<file path="src/rtl/rss_defs.svh">
// offsets, field positions, reset values and timing counts of the supervisor
`ifndef RSS_DEFS_SVH
`define RSS_DEFS_SVH

`define RSS_ADDR_STATUS 8'h00
`define RSS_ADDR_MASK 8'h04
`define RSS_ADDR_CONV 8'h08
`define RSS_ADDR_LDO 8'h0C
`define RSS_ADDR_UNDERVOLTAGE_LOCKOUT 8'h10
`define RSS_ADDR_VSEL 8'h14

`define RSS_RAIL_MAIN 0
`define RSS_RAIL_CORE 1
`define RSS_RAIL_LINEAR_REG_ONE 2
`define RSS_RAIL_LINEAR_REG_TWO 3

`define RSS_CONV_MAIN_EN 0
`define RSS_CONV_CORE_EN 1
`define RSS_CONV_FORCED_PWM_BIT 7
`define RSS_CONV_RESET 8'h03

`define RSS_LDO_RESET 11'h003

`define RSS_UNDERVOLTAGE_LOCKOUT_RESET_MV 2750
`define RSS_UNDERVOLTAGE_LOCKOUT_CODE_2V75 2'h3
`define RSS_CHG_LOCKOUT_MV 2500
`define RSS_OT_TRIP_DEGC 160

`define RSS_MAIN_3V0 4'h0
`define RSS_MAIN_3V3 4'h3
`define RSS_CORE_1V5 4'h5
`define RSS_CORE_1V8 4'h8

`define RSS_CLK_MHZ 250
`define RSS_POR_SHORT_MS 100
`define RSS_POR_LONG_MS 1000
`define RSS_UNDERVOLTAGE_LOCKOUT_DLY_US 5
`define RSS_OT_DLY_US 5
`define RSS_STEP_US 2
`define RSS_UNDERVOLTAGE_LOCKOUT_DLY_CYC (`RSS_UNDERVOLTAGE_LOCKOUT_DLY_US * `RSS_CLK_MHZ)
`define RSS_OT_DLY_CYC (`RSS_OT_DLY_US * `RSS_CLK_MHZ)
`define RSS_STEP_CYC (`RSS_STEP_US * `RSS_CLK_MHZ)
`define RSS_POR_SHORT_CYC (`RSS_POR_SHORT_MS * `RSS_CLK_MHZ * 1000)
`define RSS_POR_LONG_CYC (`RSS_POR_LONG_MS * `RSS_CLK_MHZ * 1000)

`endif

</file>
<file path="src/rtl/rss_pkg.sv">
// types of the supervisor
package rss_pkg;
    typedef enum logic [2:0] {
        ST_OFF = 3'h0,
        ST_UP1 = 3'h1,
        ST_UP2 = 3'h2,
        ST_RUN = 3'h3,
        ST_FAILDLY = 3'h4,
        ST_DN1 = 3'h5,
        ST_DN2 = 3'h6
    } rss_state_t;
endpackage

</file>
<file path="src/rtl/rss_pg_if.sv">
// comparator results and enables between sequencer and power-good monitor
interface rss_pg_if #(parameter int N = 4);
    logic [N-1:0] below;
    logic [N-1:0] recov;
    logic [N-1:0] enable;
    logic [N-1:0] fault;
    modport mon (input below, input recov, input enable, output fault);
    modport ctl (output below, output recov, output enable, input fault);
endinterface

</file>
<file path="src/rtl/rss_top.sv">
// rail supervisor and power sequencer with APB registers
// Operation
// - main/core power-good: fault 10% low, 5% hysteresis
// - same power-good for both linear regulators
// - power-good results readable in status register
// - maskable interrupt when a rail drops low
// - main/core comparison off while converter off
// - second linear regulator comparison off when disabled
// - power-on reset follows main power-good
// - converter overtemp shutdown only in PWM
// - linear regulators on after reset, host-settable
// - lockout threshold 2.75 V, host reprogrammable
// - lockout blocks converter switch transistors
// - lockout: supply-fail low, delay, ordered shutdown
// - overtemperature: same shutdown with own delay
// - automatic restart once fault clears
// - charger lockout on adapter and USB supplies
// - sequence pin picks first up, last down
// - core default 1.5 V or 1.8 V
// - main default 3 V or 3.3 V
// - reset held 100 ms or 1 s
// - supply-fail low while reset held low
`include "rss_defs.svh"
module rss_top #(
    parameter int POR_SHORT_CYC = `RSS_POR_SHORT_CYC,
    parameter int POR_LONG_CYC = `RSS_POR_LONG_CYC
) (
    input wire logic CLOCK,
    input wire logic RST,
    input wire logic PSEL,
    input wire logic PENABLE,
    input wire logic PWRITE,
    input wire logic [7:0] PADDR,
    input wire logic [31:0] PWDATA,
    output logic [31:0] PRDATA,
    output logic PREADY,
    output logic PSLVERR,
    input wire logic [3:0] RAIL_BELOW,
    input wire logic [3:0] RAIL_RECOV,
    input wire logic UNDERVOLTAGE_LOCKOUT_DET,
    input wire logic OVERTEMP_DET,
    input wire logic CONV_OT_DET,
    input wire logic AUTO_PWM,
    input wire logic AC_LOW,
    input wire logic USB_LOW,
    input wire logic SEQUENCE_ORDER_PIN,
    input wire logic CORE_DEFAULT_STRAP,
    input wire logic MAIN_DEFAULT_STRAP,
    input wire logic RESET_DELAY_SELECT,
    output logic MAIN_RAIL_EN,
    output logic CORE_RAIL_EN,
    output logic LINEAR_REG_ONE_EN,
    output logic LINEAR_REG_TWO_EN,
    output logic [2:0] LINEAR_REG_ONE_VSEL,
    output logic [2:0] LINEAR_REG_TWO_VSEL,
    output logic [3:0] MAIN_RAIL_VSEL,
    output logic [3:0] CORE_RAIL_VSEL,
    output logic FORCED_PWM_BIT,
    output logic [1:0] UNDERVOLTAGE_LOCKOUT_SEL,
    output logic SWITCH_BLOCK,
    output logic CHARGER_LOCKOUT,
    output logic POWER_ON_RESET_OUT_N,
    output logic SUPPLY_FAIL_OUT_N,
    output logic INT_N
);
    localparam int PW = $clog2(POR_LONG_CYC + 1);
    localparam int DW = 12;

    rss_pg_if #(.N(4)) pg ();

    logic [9:0] pin_s1_q, pin_s2_q, pin_s3_q, pin_f_q;
    logic undervoltage_lockout_f, ot_f, conv_ot_f, auto_pwm_f, ac_low_f, usb_low_f;
    logic seq_pin_f, core_strap_f, main_strap_f, rds_f;
    logic [2:0] init_cnt_q;
    logic straps_taken_q, seq_order_q;
    logic [3:0] mask_q;
    logic [7:0] conv_reg_q;
    logic [10:0] ldo_reg_q;
    logic [1:0] undervoltage_lockout_code_q;
    logic [3:0] main_vsel_q, core_vsel_q;
    rss_pkg::rss_state_t state_q;
    logic [DW-1:0] dly_q;
    logic [1:0] seq_on_q;
    logic seq_ldo_q;
    logic fail, pwm_active, conv_ot_trip, por_done;
    logic [PW-1:0] por_cnt_q;
    logic [3:0] fault_live;
    logic apb_go, apb_wr;
    logic [31:0] rd_d;
    logic map_hit;

    function automatic logic [DW-1:0] cyc(input int n);
        cyc = DW'(n - 1);
    endfunction

    // three-stage capture of asynchronous pins, change on 2nd/3rd agreement
    always_ff @(posedge CLOCK) begin
        if (RST) begin
            pin_s1_q <= 10'h000;
            pin_s2_q <= 10'h000;
            pin_s3_q <= 10'h000;
        end else begin
            pin_s1_q <= {RESET_DELAY_SELECT, MAIN_DEFAULT_STRAP,
                CORE_DEFAULT_STRAP, SEQUENCE_ORDER_PIN, USB_LOW, AC_LOW,
                AUTO_PWM, CONV_OT_DET, OVERTEMP_DET,
                UNDERVOLTAGE_LOCKOUT_DET};
            pin_s2_q <= pin_s1_q;
            pin_s3_q <= pin_s2_q;
        end
    end

    always_ff @(posedge CLOCK) begin
        if (RST)
            pin_f_q <= 10'h000;
        else
            pin_f_q <= (pin_s2_q & pin_s3_q) | (pin_f_q & (pin_s2_q | pin_s3_q));
    end

    assign undervoltage_lockout_f = pin_f_q[0];
    assign ot_f = pin_f_q[1];
    assign conv_ot_f = pin_f_q[2];
    assign auto_pwm_f = pin_f_q[3];
    assign ac_low_f = pin_f_q[4];
    assign usb_low_f = pin_f_q[5];
    assign seq_pin_f = pin_f_q[6];
    assign core_strap_f = pin_f_q[7];
    assign main_strap_f = pin_f_q[8];
    assign rds_f = pin_f_q[9];

    // straps taken one edge after the filter settles, else reset value read
    always_ff @(posedge CLOCK) begin
        if (RST) begin
            init_cnt_q <= 3'h0;
            straps_taken_q <= 1'b0;
            seq_order_q <= 1'b0;
        end else if (!straps_taken_q) begin
            init_cnt_q <= init_cnt_q + 3'h1;
            if (init_cnt_q == 3'h4) begin
                straps_taken_q <= 1'b1;
                seq_order_q <= seq_pin_f;
            end
        end
    end

    // apb: one wait state, so every answer comes from a flip-flop
    assign apb_go = PSEL && PENABLE && !PREADY;
    assign apb_wr = PSEL && PENABLE && PREADY && PWRITE && !PSLVERR;
    assign fault_live = pg.fault;

    always_comb begin
        map_hit = 1'b1;
        rd_d = 32'h0000_0000;
        case (PADDR)
            `RSS_ADDR_STATUS: rd_d = {20'h00000, por_done, 1'(state_q),
                2'(state_q >> 1), CHARGER_LOCKOUT, conv_ot_trip, ot_f,
                undervoltage_lockout_f, ~fault_live};
            `RSS_ADDR_MASK: rd_d = {28'h0000000, mask_q};
            `RSS_ADDR_CONV: rd_d = {24'h000000, conv_reg_q};
            `RSS_ADDR_LDO: rd_d = {21'h000000, ldo_reg_q};
            `RSS_ADDR_UNDERVOLTAGE_LOCKOUT: rd_d = {30'h00000000, undervoltage_lockout_code_q};
            `RSS_ADDR_VSEL: rd_d = {20'h00000, core_vsel_q, 4'h0,
                main_vsel_q};
            default: map_hit = 1'b0;
        endcase
    end

    always_ff @(posedge CLOCK) begin
        if (RST) begin
            PREADY <= 1'b0;
            PSLVERR <= 1'b0;
            PRDATA <= 32'h0000_0000;
        end else begin
            PREADY <= apb_go;
            PSLVERR <= apb_go && !map_hit;
            if (apb_go && !PWRITE)
                PRDATA <= rd_d;
        end
    end

    // host-written control; straps load the voltage defaults once
    always_ff @(posedge CLOCK) begin
        if (RST) begin
            mask_q <= 4'h0;
            conv_reg_q <= `RSS_CONV_RESET;
            ldo_reg_q <= `RSS_LDO_RESET;
            undervoltage_lockout_code_q <= `RSS_UNDERVOLTAGE_LOCKOUT_CODE_2V75;
            main_vsel_q <= `RSS_MAIN_3V0;
            core_vsel_q <= `RSS_CORE_1V5;
        end else if (!straps_taken_q) begin
            if (init_cnt_q == 3'h4) begin
                main_vsel_q <= main_strap_f ? `RSS_MAIN_3V3
                    : `RSS_MAIN_3V0;
                core_vsel_q <= core_strap_f ? `RSS_CORE_1V8
                    : `RSS_CORE_1V5;
            end
        end else if (apb_wr) begin
            case (PADDR)
                `RSS_ADDR_MASK: mask_q <= PWDATA[3:0];
                `RSS_ADDR_CONV: conv_reg_q <= PWDATA[7:0];
                `RSS_ADDR_LDO: ldo_reg_q <= PWDATA[10:0];
                `RSS_ADDR_UNDERVOLTAGE_LOCKOUT: undervoltage_lockout_code_q <= PWDATA[1:0];
                `RSS_ADDR_VSEL: begin
                    main_vsel_q <= PWDATA[3:0];
                    core_vsel_q <= PWDATA[11:8];
                end
                default: ;
            endcase
        end
    end

    // converter overtemp is only trusted while switching in PWM
    assign pwm_active = conv_reg_q[`RSS_CONV_FORCED_PWM_BIT] || auto_pwm_f;
    assign conv_ot_trip = conv_ot_f && pwm_active;
    assign fail = undervoltage_lockout_f || ot_f;

    // sequencer: first-up rail is the last one down
    always_ff @(posedge CLOCK) begin
        if (RST) begin
            state_q <= rss_pkg::ST_OFF;
            dly_q <= '0;
            seq_on_q <= 2'h0;
            seq_ldo_q <= 1'b0;
        end else begin
            if (dly_q != '0)
                dly_q <= dly_q - DW'(1);
            case (state_q)
                rss_pkg::ST_OFF: begin
                    if (straps_taken_q && !fail) begin
                        state_q <= rss_pkg::ST_UP1;
                        dly_q <= cyc(`RSS_STEP_CYC);
                        seq_on_q <= seq_order_q ? 2'h1 : 2'h2;
                    end
                end
                rss_pkg::ST_UP1: begin
                    if (fail) begin
                        state_q <= rss_pkg::ST_FAILDLY;
                        dly_q <= undervoltage_lockout_f ? cyc(`RSS_UNDERVOLTAGE_LOCKOUT_DLY_CYC)
                            : cyc(`RSS_OT_DLY_CYC);
                    end else if (dly_q == '0) begin
                        state_q <= rss_pkg::ST_UP2;
                        dly_q <= cyc(`RSS_STEP_CYC);
                        seq_on_q <= 2'h3;
                        seq_ldo_q <= 1'b1;
                    end
                end
                rss_pkg::ST_UP2, rss_pkg::ST_RUN: begin
                    if (fail) begin
                        state_q <= rss_pkg::ST_FAILDLY;
                        dly_q <= undervoltage_lockout_f ? cyc(`RSS_UNDERVOLTAGE_LOCKOUT_DLY_CYC)
                            : cyc(`RSS_OT_DLY_CYC);
                    end else if (dly_q == '0) begin
                        state_q <= rss_pkg::ST_RUN;
                    end
                end
                rss_pkg::ST_FAILDLY: begin
                    if (dly_q == '0) begin
                        state_q <= rss_pkg::ST_DN1;
                        dly_q <= cyc(`RSS_STEP_CYC);
                        seq_ldo_q <= 1'b0;
                        // drop the rail that came up last
                        seq_on_q <= seq_order_q ? 2'h1 : 2'h2;
                    end
                end
                rss_pkg::ST_DN1: begin
                    if (dly_q == '0) begin
                        state_q <= rss_pkg::ST_DN2;
                        seq_on_q <= 2'h0;
                    end
                end
                rss_pkg::ST_DN2: state_q <= rss_pkg::ST_OFF;
                default: state_q <= rss_pkg::ST_OFF;
            endcase
        end
    end

    // regulator enables; lockout and hot converters override sequencing
    always_ff @(posedge CLOCK) begin
        if (RST) begin
            MAIN_RAIL_EN <= 1'b0;
            CORE_RAIL_EN <= 1'b0;
            LINEAR_REG_ONE_EN <= 1'b0;
            LINEAR_REG_TWO_EN <= 1'b0;
            SWITCH_BLOCK <= 1'b1;
        end else begin
            MAIN_RAIL_EN <= seq_on_q[`RSS_RAIL_MAIN] && !undervoltage_lockout_f
                && !conv_ot_trip && conv_reg_q[`RSS_CONV_MAIN_EN];
            CORE_RAIL_EN <= seq_on_q[`RSS_RAIL_CORE] && !undervoltage_lockout_f
                && !conv_ot_trip && conv_reg_q[`RSS_CONV_CORE_EN];
            LINEAR_REG_ONE_EN <= seq_ldo_q && ldo_reg_q[0];
            LINEAR_REG_TWO_EN <= seq_ldo_q && ldo_reg_q[1];
            SWITCH_BLOCK <= undervoltage_lockout_f;
        end
    end

    // comparisons follow the live enables, except linear regulator one, which is always compared
    assign pg.below = RAIL_BELOW;
    assign pg.recov = RAIL_RECOV;
    assign pg.enable = {LINEAR_REG_TWO_EN, 1'b1, CORE_RAIL_EN,
        MAIN_RAIL_EN};

    rss_pgood_mon #(.N(4)) u_pg (
        .clk(CLOCK),
        .rst(RST),
        .pg(pg)
    );

    // reset release waits out the selected delay after main is good
    assign por_done = por_cnt_q == (rds_f ? PW'(POR_LONG_CYC)
        : PW'(POR_SHORT_CYC));

    always_ff @(posedge CLOCK) begin
        if (RST) begin
            por_cnt_q <= '0;
            POWER_ON_RESET_OUT_N <= 1'b0;
        end else if (fault_live[`RSS_RAIL_MAIN] || !MAIN_RAIL_EN) begin
            por_cnt_q <= '0;
            POWER_ON_RESET_OUT_N <= 1'b0;
        end else if (por_done) begin
            POWER_ON_RESET_OUT_N <= 1'b1;
        end else begin
            por_cnt_q <= por_cnt_q + PW'(1);
        end
    end

    // status outputs; interrupt is level, not sticky
    always_ff @(posedge CLOCK) begin
        if (RST) begin
            SUPPLY_FAIL_OUT_N <= 1'b0;
            INT_N <= 1'b1;
            CHARGER_LOCKOUT <= 1'b1;
        end else begin
            SUPPLY_FAIL_OUT_N <= !(fail || !POWER_ON_RESET_OUT_N);
            INT_N <= !(|(fault_live & ~mask_q));
            CHARGER_LOCKOUT <= ac_low_f && usb_low_f;
        end
    end

    assign LINEAR_REG_ONE_VSEL = ldo_reg_q[6:4];
    assign LINEAR_REG_TWO_VSEL = ldo_reg_q[10:8];
    assign MAIN_RAIL_VSEL = main_vsel_q;
    assign CORE_RAIL_VSEL = core_vsel_q;
    assign FORCED_PWM_BIT = conv_reg_q[`RSS_CONV_FORCED_PWM_BIT];
    assign UNDERVOLTAGE_LOCKOUT_SEL = undervoltage_lockout_code_q;

    chk_por_main_bad: assert property (@(posedge CLOCK) disable iff (RST)
        fault_live[0] |=> !POWER_ON_RESET_OUT_N)
        else $error("reset released with main rail bad");
    chk_sf_during_por: assert property (@(posedge CLOCK) disable iff (RST)
        !POWER_ON_RESET_OUT_N |=> !SUPPLY_FAIL_OUT_N)
        else $error("supply fail high while reset held");
    chk_undervoltage_lockout_sf_first: assert property (@(posedge CLOCK) disable iff (RST)
        (state_q == rss_pkg::ST_RUN && undervoltage_lockout_f) |=> !SUPPLY_FAIL_OUT_N
        && state_q == rss_pkg::ST_FAILDLY ##1 seq_on_q == 2'h3 [*4])
        else $error("rails dropped before lockout delay");
    chk_undervoltage_lockout_block: assert property (@(posedge CLOCK) disable iff (RST)
        undervoltage_lockout_f |=> SWITCH_BLOCK && !MAIN_RAIL_EN && !CORE_RAIL_EN)
        else $error("converter switching during lockout");
    chk_int_raise: assert property (@(posedge CLOCK) disable iff (RST)
        (|(fault_live & ~mask_q)) |=> !INT_N)
        else $error("unmasked fault gave no interrupt");
    chk_int_masked: assert property (@(posedge CLOCK) disable iff (RST)
        !(|(fault_live & ~mask_q)) |=> INT_N)
        else $error("masked fault drove interrupt");
    chk_seq_order: assert property (@(posedge CLOCK) disable iff (RST)
        state_q == rss_pkg::ST_UP1 |-> seq_on_q
        == (seq_order_q ? 2'h1 : 2'h2))
        else $error("wrong converter ramped first");
    chk_conv_ot_pwm: assert property (@(posedge CLOCK) disable iff (RST)
        (conv_ot_f && pwm_active) |=> !MAIN_RAIL_EN && !CORE_RAIL_EN)
        else $error("converter on while hot in pwm");
    chk_ldo_default: assert property (@(posedge CLOCK)
        $fell(RST) |-> ldo_reg_q[1:0] == 2'h3 && undervoltage_lockout_code_q
        == `RSS_UNDERVOLTAGE_LOCKOUT_CODE_2V75)
        else $error("wrong linear regulator or lockout default");
    chk_restart: assert property (@(posedge CLOCK) disable iff (RST)
        (state_q == rss_pkg::ST_OFF && straps_taken_q && !fail)
        |=> state_q == rss_pkg::ST_UP1)
        else $error("no automatic restart");
endmodule

</file>
<file path="src/rtl/rss_pgood_mon.sv">
// power-good hysteresis monitor for all rails
module rss_pgood_mon #(
    parameter int N = 4
) (
    input wire logic clk,
    input wire logic rst,
    rss_pg_if.mon pg
);
    logic [N-1:0] below_s1_q, below_s2_q, below_s3_q, below_f_q;
    logic [N-1:0] recov_s1_q, recov_s2_q, recov_s3_q, recov_f_q;
    logic [N-1:0] fault_q;

    // comparators are asynchronous to CLOCK
    always_ff @(posedge clk) begin
        if (rst) begin
            below_s1_q <= '0;
            below_s2_q <= '0;
            below_s3_q <= '0;
            recov_s1_q <= '0;
            recov_s2_q <= '0;
            recov_s3_q <= '0;
        end else begin
            below_s1_q <= pg.below;
            below_s2_q <= below_s1_q;
            below_s3_q <= below_s2_q;
            recov_s1_q <= pg.recov;
            recov_s2_q <= recov_s1_q;
            recov_s3_q <= recov_s2_q;
        end
    end

    always_ff @(posedge clk) begin
        if (rst) begin
            below_f_q <= '0;
            recov_f_q <= '0;
        end else begin
            for (int i = 0; i < N; i++) begin
                if (below_s2_q[i] == below_s3_q[i])
                    below_f_q[i] <= below_s3_q[i];
                if (recov_s2_q[i] == recov_s3_q[i])
                    recov_f_q[i] <= recov_s3_q[i];
            end
        end
    end

    // fault below 90%, cleared above 95% or while the rail is disabled
    always_ff @(posedge clk) begin
        if (rst) begin
            fault_q <= '0;
        end else begin
            for (int i = 0; i < N; i++) begin
                if (!pg.enable[i])
                    fault_q[i] <= 1'b0;
                else if (below_f_q[i])
                    fault_q[i] <= 1'b1;
                else if (recov_f_q[i])
                    fault_q[i] <= 1'b0;
            end
        end
    end

    assign pg.fault = fault_q;

    chk_pg_disabled_clear: assert property (@(posedge clk) disable iff (rst)
        !pg.enable[0] |=> !fault_q[0])
        else $error("disabled rail shows a fault");
endmodule

</file>
<file path="config.mk">
export PLATFORM = sky130hd
export DESIGN_NAME = rss_top
export DESIGN_NICKNAME = d
export VERILOG_FILES = /design/src/rtl/rss_pkg.sv /design/src/rtl/rss_pg_if.sv /design/src/rtl/rss_top.sv /design/src/rtl/rss_pgood_mon.sv
export VERILOG_INCLUDE_DIRS = /design/src /design/src/rtl
export SDC_FILE = /design/constraint.sdc
export NUM_CORES = 1
export LEC_CHECK = 0
export CORE_UTILIZATION = 57
export CTS_CLUSTER_DIAMETER = 120
export DETAILED_ROUTE_END_ITERATION = 16
export DONT_BUFFER_PORTS = 1
export GPL_TIMING_DRIVEN = 0
export PLACE_DENSITY = 0.75
export SLEW_MARGIN = 30
export SYNTH_ARGS = -nofsm -noshare
export SYNTH_HDL_FRONTEND = slang
export SYNTH_HIERARCHICAL = 1
export SYNTH_SLANG_ARGS = --single-unit
</file>
<file path="constraint.sdc">
create_clock -name CLOCK -period 2.3 [get_ports CLOCK]
set_input_delay 0.345 -clock CLOCK [delete_from_list [all_inputs] [get_ports CLOCK]]
set_output_delay 0.345 -clock CLOCK [all_outputs]
set_load 0.05 [all_outputs]
</file>
# Word level (Yosys, flattened, before mapping)
# Cells that the tools add are included.
[classes]
add_sub_neg = 3
div = 0
magnitude_cmp = 0
bitwise = 11
multipliers = 0
n_reduce_logical = 60
eq_ne = 29
shift = 0
mux = 48
[op_table]
columns = ["op", "count"]
rows = [
  ["one-hot mux 12 bit (6 select lines)", 1],
  ["2-to-1 mux 12 bit", 5],
  ["one-hot mux 12 bit (4 select lines)", 1],
  ["2-to-1 mux 4 bit", 9],
  ["adder 28 x 1 -> 28 bit, second input constant", 1],
  ["equality test 28 bit", 1],
  ["2-to-1 mux 28 bit", 1],
  ["2-to-1 mux 3 bit", 7],
  ["bitwise AND 10 bit", 2],
  ["OR 10 bit", 2],
  ["logical AND 1 bit", 18],
  ["equality test 8 x 4 -> 1 bit, second input constant", 2],
  ["equality test 8 x 5 -> 1 bit, second input constant", 2],
  ["one-hot mux 3 bit (5 select lines)", 1],
  ["AND reduction 3 bit", 5],
  ["2-to-1 mux 1 bit", 14],
  ["2-to-1 mux 2 bit", 7],
  ["logical NOT 12 bit", 1],
  ["nonzero test 12 bit", 1],
  ["nonzero test 2 bit", 6],
  ["subtractor 12 x 1 -> 12 bit, second input constant", 1],
  ["logical NOT 1 bit", 11],
  ["!= test 2 bit, second input constant", 5],
  ["OR reduction 2 bit", 5],
  ["23 further kinds", 42],
]
[word_totals]
rom_bits = 0
n_memories = 0
regBits = 203
latchBits = 0
output_inout_bits = 60
in_bits = 63
wordCells = 199
ram_bits = 0

# Longest topological paths before layout
[logic_depth]
depth_word = 6
ltp_mapped = 10
depth_no_buf = 9

# Hierarchy
# The synthesis kept the hierarchy.
[modules_own_cells]
columns = ["mod", "seq_area_each_um2", "cells_per_inst", "n_inst", "area_per_inst_um2"]
rows = [
  ["rss_top", 2942.8, 709, 1, 6475.0],
  ["rss_pgood_mon", 720.7, 96, 1, 1072.3],
]

# Worst setup path after synthesis
# Ideal clock, no wire load.
[synth_timing]
path_type = "reg-to-reg"
startpoint = "reg dly_q[0]"
endpoint = "reg dly_q[0]"
path_slack_ps = 174
arrival_time_ps = 2005
required_time_ps = 2178
n_path_buf = 1
stages_incl_launch_ff = 11
setup_time_ps = 122
synth_period_minus_slack_ps = 2126
cell_sequence = "dfxtp_1 -> inv_1 -> ha_1 -> nor2b_1 -> and4_1 -> buf_2 -> inv_2 -> ha_1 -> a211oi_1 -> a311oi_1 -> o311a_1"
[synth_via]
elab_chain_len = 5
elab_cells_between_ends = 9
cone_classes = "add/sub: 1; mux: 6; reduce/logical: 2"
[synth_rtl]
columns = ["item", "line", "text"]
rows = [
  ["start: declaration", "rss_top.sv:82", "logic [DW-1:0] dly_q;"],
  ["start signal: assignment", "rss_top.sv:225", "dly_q <= dly_q - DW'(1);"],
  ["start signal: assignment", "rss_top.sv:230", "dly_q <= cyc(`RSS_STEP_CYC);"],
  ["start signal: assignment", "rss_top.sv:237", "dly_q <= undervoltage_lockout_f ? cyc(`RSS_UNDERVOLTAGE_LOCKOUT_DLY_CYC)"],
  ["subtractor 12 x 1 -> 12 bit / nonzero test 12 bit (equally long branches)", "rss_top.sv:225, rss_top.sv:224", ""],
  ["2-to-1 mux 12 bit", "rss_top.sv:224", "if (dly_q != '0)"],
  ["2-to-1 mux 12 bit", "rss_top.sv:239, rss_top.sv:256", ""],
  ["2-to-1 mux 12 bit", "rss_top.sv:235", "if (fail) begin"],
  ["one-hot mux 12 bit (4 select lines) *", "rss_top.sv:226", "case (state_q)"],
]
# Mark *: on every way between the ends. The rest lies on a longest branch, timed or not.
# A chain may end at the register's enable or synchronous reset.

# Final worst setup path
[layout_timing]
startpoint = "reg PSLVERR"
endpoint = "reg conv_reg_q[0]"
[layout_via]
elab_chain_len = 3
[layout_rtl]
columns = ["item", "line", "text"]
rows = [
  ["start: declaration", "rss_top.sv:37", "output logic PSLVERR,"],
  ["start signal: assignment", "rss_top.sv:174", "PSLVERR <= apb_go && !map_hit;"],
  ["logical NOT 1 bit", "rss_top.sv:147", "assign apb_wr = PSEL && PENABLE && PREADY && PWRITE && !PSLVERR;"],
  ["logical AND 1 bit", "rss_top.sv:147", ""],
  ["AND reduction 3 bit (no line)", "-", ""],
  ["end signal: assignment", "rss_top.sv:184", "conv_reg_q <= `RSS_CONV_RESET;"],
  ["end signal: assignment", "rss_top.sv:199", "`RSS_ADDR_CONV: conv_reg_q <= PWDATA[7:0];"],
  ["end: declaration", "rss_top.sv:77", "logic [7:0] conv_reg_q;"],
]
# Every way passes these cells.

==> results.json <==
{
  "synth_top_family_by_area": "simple AND/OR/NAND/NOR gates",
  "fmax_mhz": 438,
  "synth_mux_area_share_pct": 6.45,
  "ys_types": 71,
  "ios": 123,
  "drv_cap": 0,
  "grt_remaining_overflow": 0,
  "synth_xor_xnor_area_share_pct": 3.37,
  "p_total_mw": 7.35,
  "placement.io_buffers": 0,
  "yosysSeqAreaShare_pct": 48.5,
  "antenna_found_initial": 0,
  "crit_type": "reg2reg",
  "final.fill_count": 1051,
  "worstPathCellList": "nand4b_1, nor4_4, and4b_1, buf_2, mux2i_1, nand2_1",
  "multi_input_area_um2": 3550,
  "finalMaxSlewViolations": 0,
  "start_util_pct": 59.1,
  "n_antenna_cell": 0,
  "wl_per_cell_um": 16.3,
  "finalSetupTns_ps": 0,
  "synth-simple-area-share_pct": 23.0,
  "fin_nets": 914,
  "status": "complete, no violations",
  "synth_adder_area_share_pct": 1.16,
  "register_area_um2": 3670,
  "rsz0062_at_grt": "no",
  "clockBufferDepth": 2,
  "grt_usage_pct": 26.0,
  "syn_to_final_growth_pct": 11.9,
  "switching_share_pct": 27.5,
  "synthesis.area_um2": 7550,
  "power_density_nw_per_um2": 870,
  "drive_gt1_share_pct": 12.0,
  "design.die.area_um2": 13700,
  "min_period_ps": 2280,
  "cp.required_ps": 2590,
  "cts_buffers": 17,
  "cp_slowest_stage_delay_ps": 480,
  "tritoncts": "built",
  "synth-compound-area-share_pct": 11.7,
  "cp-startpoint": "PSLVERR",
  "layout_common_cells": "dfxtp_1 (181), nor2_1 (77), nand2_1 (64), nor2b_1 (60), a21oi_1 (52)",
  "p_leak_nw": 3.23,
  "drt-initial-drc-count": 459,
  "clock_sink_count": 183,
  "power_frac_comb_pct": 15.1,
  "hold_path_depth": 1,
  "timing.rr.end": "conv_reg_q[0]",
  "clock_latency_ps": 430,
  "synth-edff-count": 0,
  "cp-start-kind": "flip-flop",
  "min_period_over_period_pct": 99.3,
  "cp_max_fo": 8,
  "power_switching_mw": 2.02,
  "std_cell_rows": 41,
  "syn_avg_cell_area_um2": 9.38,
  "ant_nets": 0,
  "internal-power_mw": 5.33,
  "syn_inst": 805,
  "reg2regPathDepth": 6,
  "place_congestion": 0.882,
  "slew_headroom_pct": 41.7,
  "rrSetupSlack_ps": 20,
  "hold_viol_final": 0,
  "crit_slowest_cell": "nor4_4",
  "crit_path_end_kind": "flip-flop",
  "ir_drop_v": 0.000759,
  "root_buffer": "clkbuf_16",
  "cp.arrival_ps": 2580,
  "seqPwrFrac_pct": 47.1,
  "hold_class": "in2reg",
  "path_buf_inv": 1,
  "synthTopCellsByArea": "dfxtp_1 (49%), nor2b_1 (5.1%), mux2i_1 (4.5%)",
  "drt_first_pass_iters": 5,
  "setup_viol": 0,
  "synth_ff_type": "dfxtp_1",
  "hpwl_um": 12000,
  "final_common_cell": "dfxtp_1",
  "grt_max_degree": 17,
  "path_depth": 6,
  "vias": 5759,
  "grt_pass1_vias": 5519,
  "wirelength_um": 16800,
  "fin_util_pct": 66.1,
  "clkSlewWorstSetupHoldPaths_ps": 70,
  "grt_pass1_wl_um": 27100,
  "synth.top_cell.area_share_pct": 48.5,
  "p_clk_share_pct": 37.7,
  "die_w_um": 117,
  "yosysWarnings": 6,
  "worst_pin_slew_ps": 868,
  "coreArea_um2": 12800,
  "r2r_start": "PSLVERR",
  "drc": 0,
  "hold_path_end": "pin_s1_q[7]",
  "htreeDepth": 4,
  "vias_per_cell": 5.60,
  "crit_family": "simple AND/OR/NAND/NOR gates",
  "min_from": "CORE_DEFAULT_STRAP",
  "ys_ff_latch": 183,
  "die_y_um": 117,
  "skew_ps": 11.3,
  "synth_top_area_cell": "dfxtp_1",
  "async_flop_share_pct": 0
}
flip-flops by register name, summed over array words and instances, names as in the netlist, 8 cells and up:
register,count
conv_reg_q,8
ldo_reg_q,11
pin_s3_q,10
pin_s2_q,10
PRDATA,12
por_cnt_q,28
pin_f_q,10
pin_s1_q,10
dly_q,12
area by class of cell:
type	count	share of cell area, %
tap	172	2.55
sequential	183	43.4
timing repair buffer	1	0.119
multi-input combinational	558	42.1
clock inverter	14	1.48
buffer	64	4.31
clock buffer	18	5.20
inverter	19	0.874
worst max-delay path by stage:
stage / end / slack [ps]
after global placement: dly_q[0] / -20
final: conv_reg_q[0] / 20
after CTS: dly_q[0] / 10
after detailed placement: dly_q[0] / -100
after floorplan: dly_q[0] / 170
after global routing: conv_reg_q[0] / 5
cells in the mapped netlist, drive strengths merged (3+ instances only):
library cell  count
a21o              3
a32oi             4
and4              7
and2              6
mux2i            34
clkbuf           20
buf              44
o21a              3
inv              18
a211oi            3
o211ai            4
or2               3
nor4             11
mux4              3
nand3            16
nor3             24
a22oi             9
nor2b            61
ha                7
a21oi            52
o22ai             5
nor4bb            3
nand4            17
nor4b             4
o211a             5
nor2             77
mux2              7
o21ai            28
dfxtp           183
xnor2            14
or3               8
nand2            64
and3              8
xor2             15
logic make-up (layout without fill, tap and decap cells):
family	after synthesis	count (layout)
AOI/OAI and AO/OA	135	135
xor gates and xnor gates	29	29
adders and majority gates	7	7
buffers and inverters	83	116
DFF	183	183
muxes	44	44
other	2	21
and+or+nand+nor	322	322
what timing repair did:
item	CTS	global route
endpoints found under the hold margin	2	0
pin swaps	0	2
setup endpoints to repair	9	1
hold buffers	1	0
cloned	0	0
buffers inserted	0	0
resized for setup	4	6
power by group through the flow:
| stage | clock, mW | combinational, mW | sequential (mW) |
|---|---|---|---|
| 2_1_floorplan | 0 | 0.859 | 3.49 |
| 3_3_place_gp | 0 | 0.987 | 3.52 |
| 3_5_place_dp | 0 | 1.03 | 3.52 |
| 4_1_cts | 2.81 | 1.05 | 3.46 |
| 5_1_grt | 2.95 | 1.22 | 3.48 |
| 6_report | 2.77 | 1.11 | 3.46 |
metrics by stage:
stage	hold WS [ps]	cell area (um^2)	worst slack [ps]	cells
final	41.1	8450	15.4	1029
after global routing	25.4	8450	4.85	1029
after CTS	22.8	8420	10.0	1029
after detailed placement	417	7830	-95.5	996
after global placement	419	7830	-21.6	996
after floorplan	411	7620	174	824
metal layers:
metal | track usage, % | part of all wire (%) | wire [um]
met1 | 31.5 | 43 | 7230
met5 | 0 | 0 | 0
met2 | 43.9 | 48 | 8120
met4 | 10.9 | 1.8 | 309
met3 | 7.05 | 6.7 | 1120
Note: power is estimated with default switching activity, not from simulation.
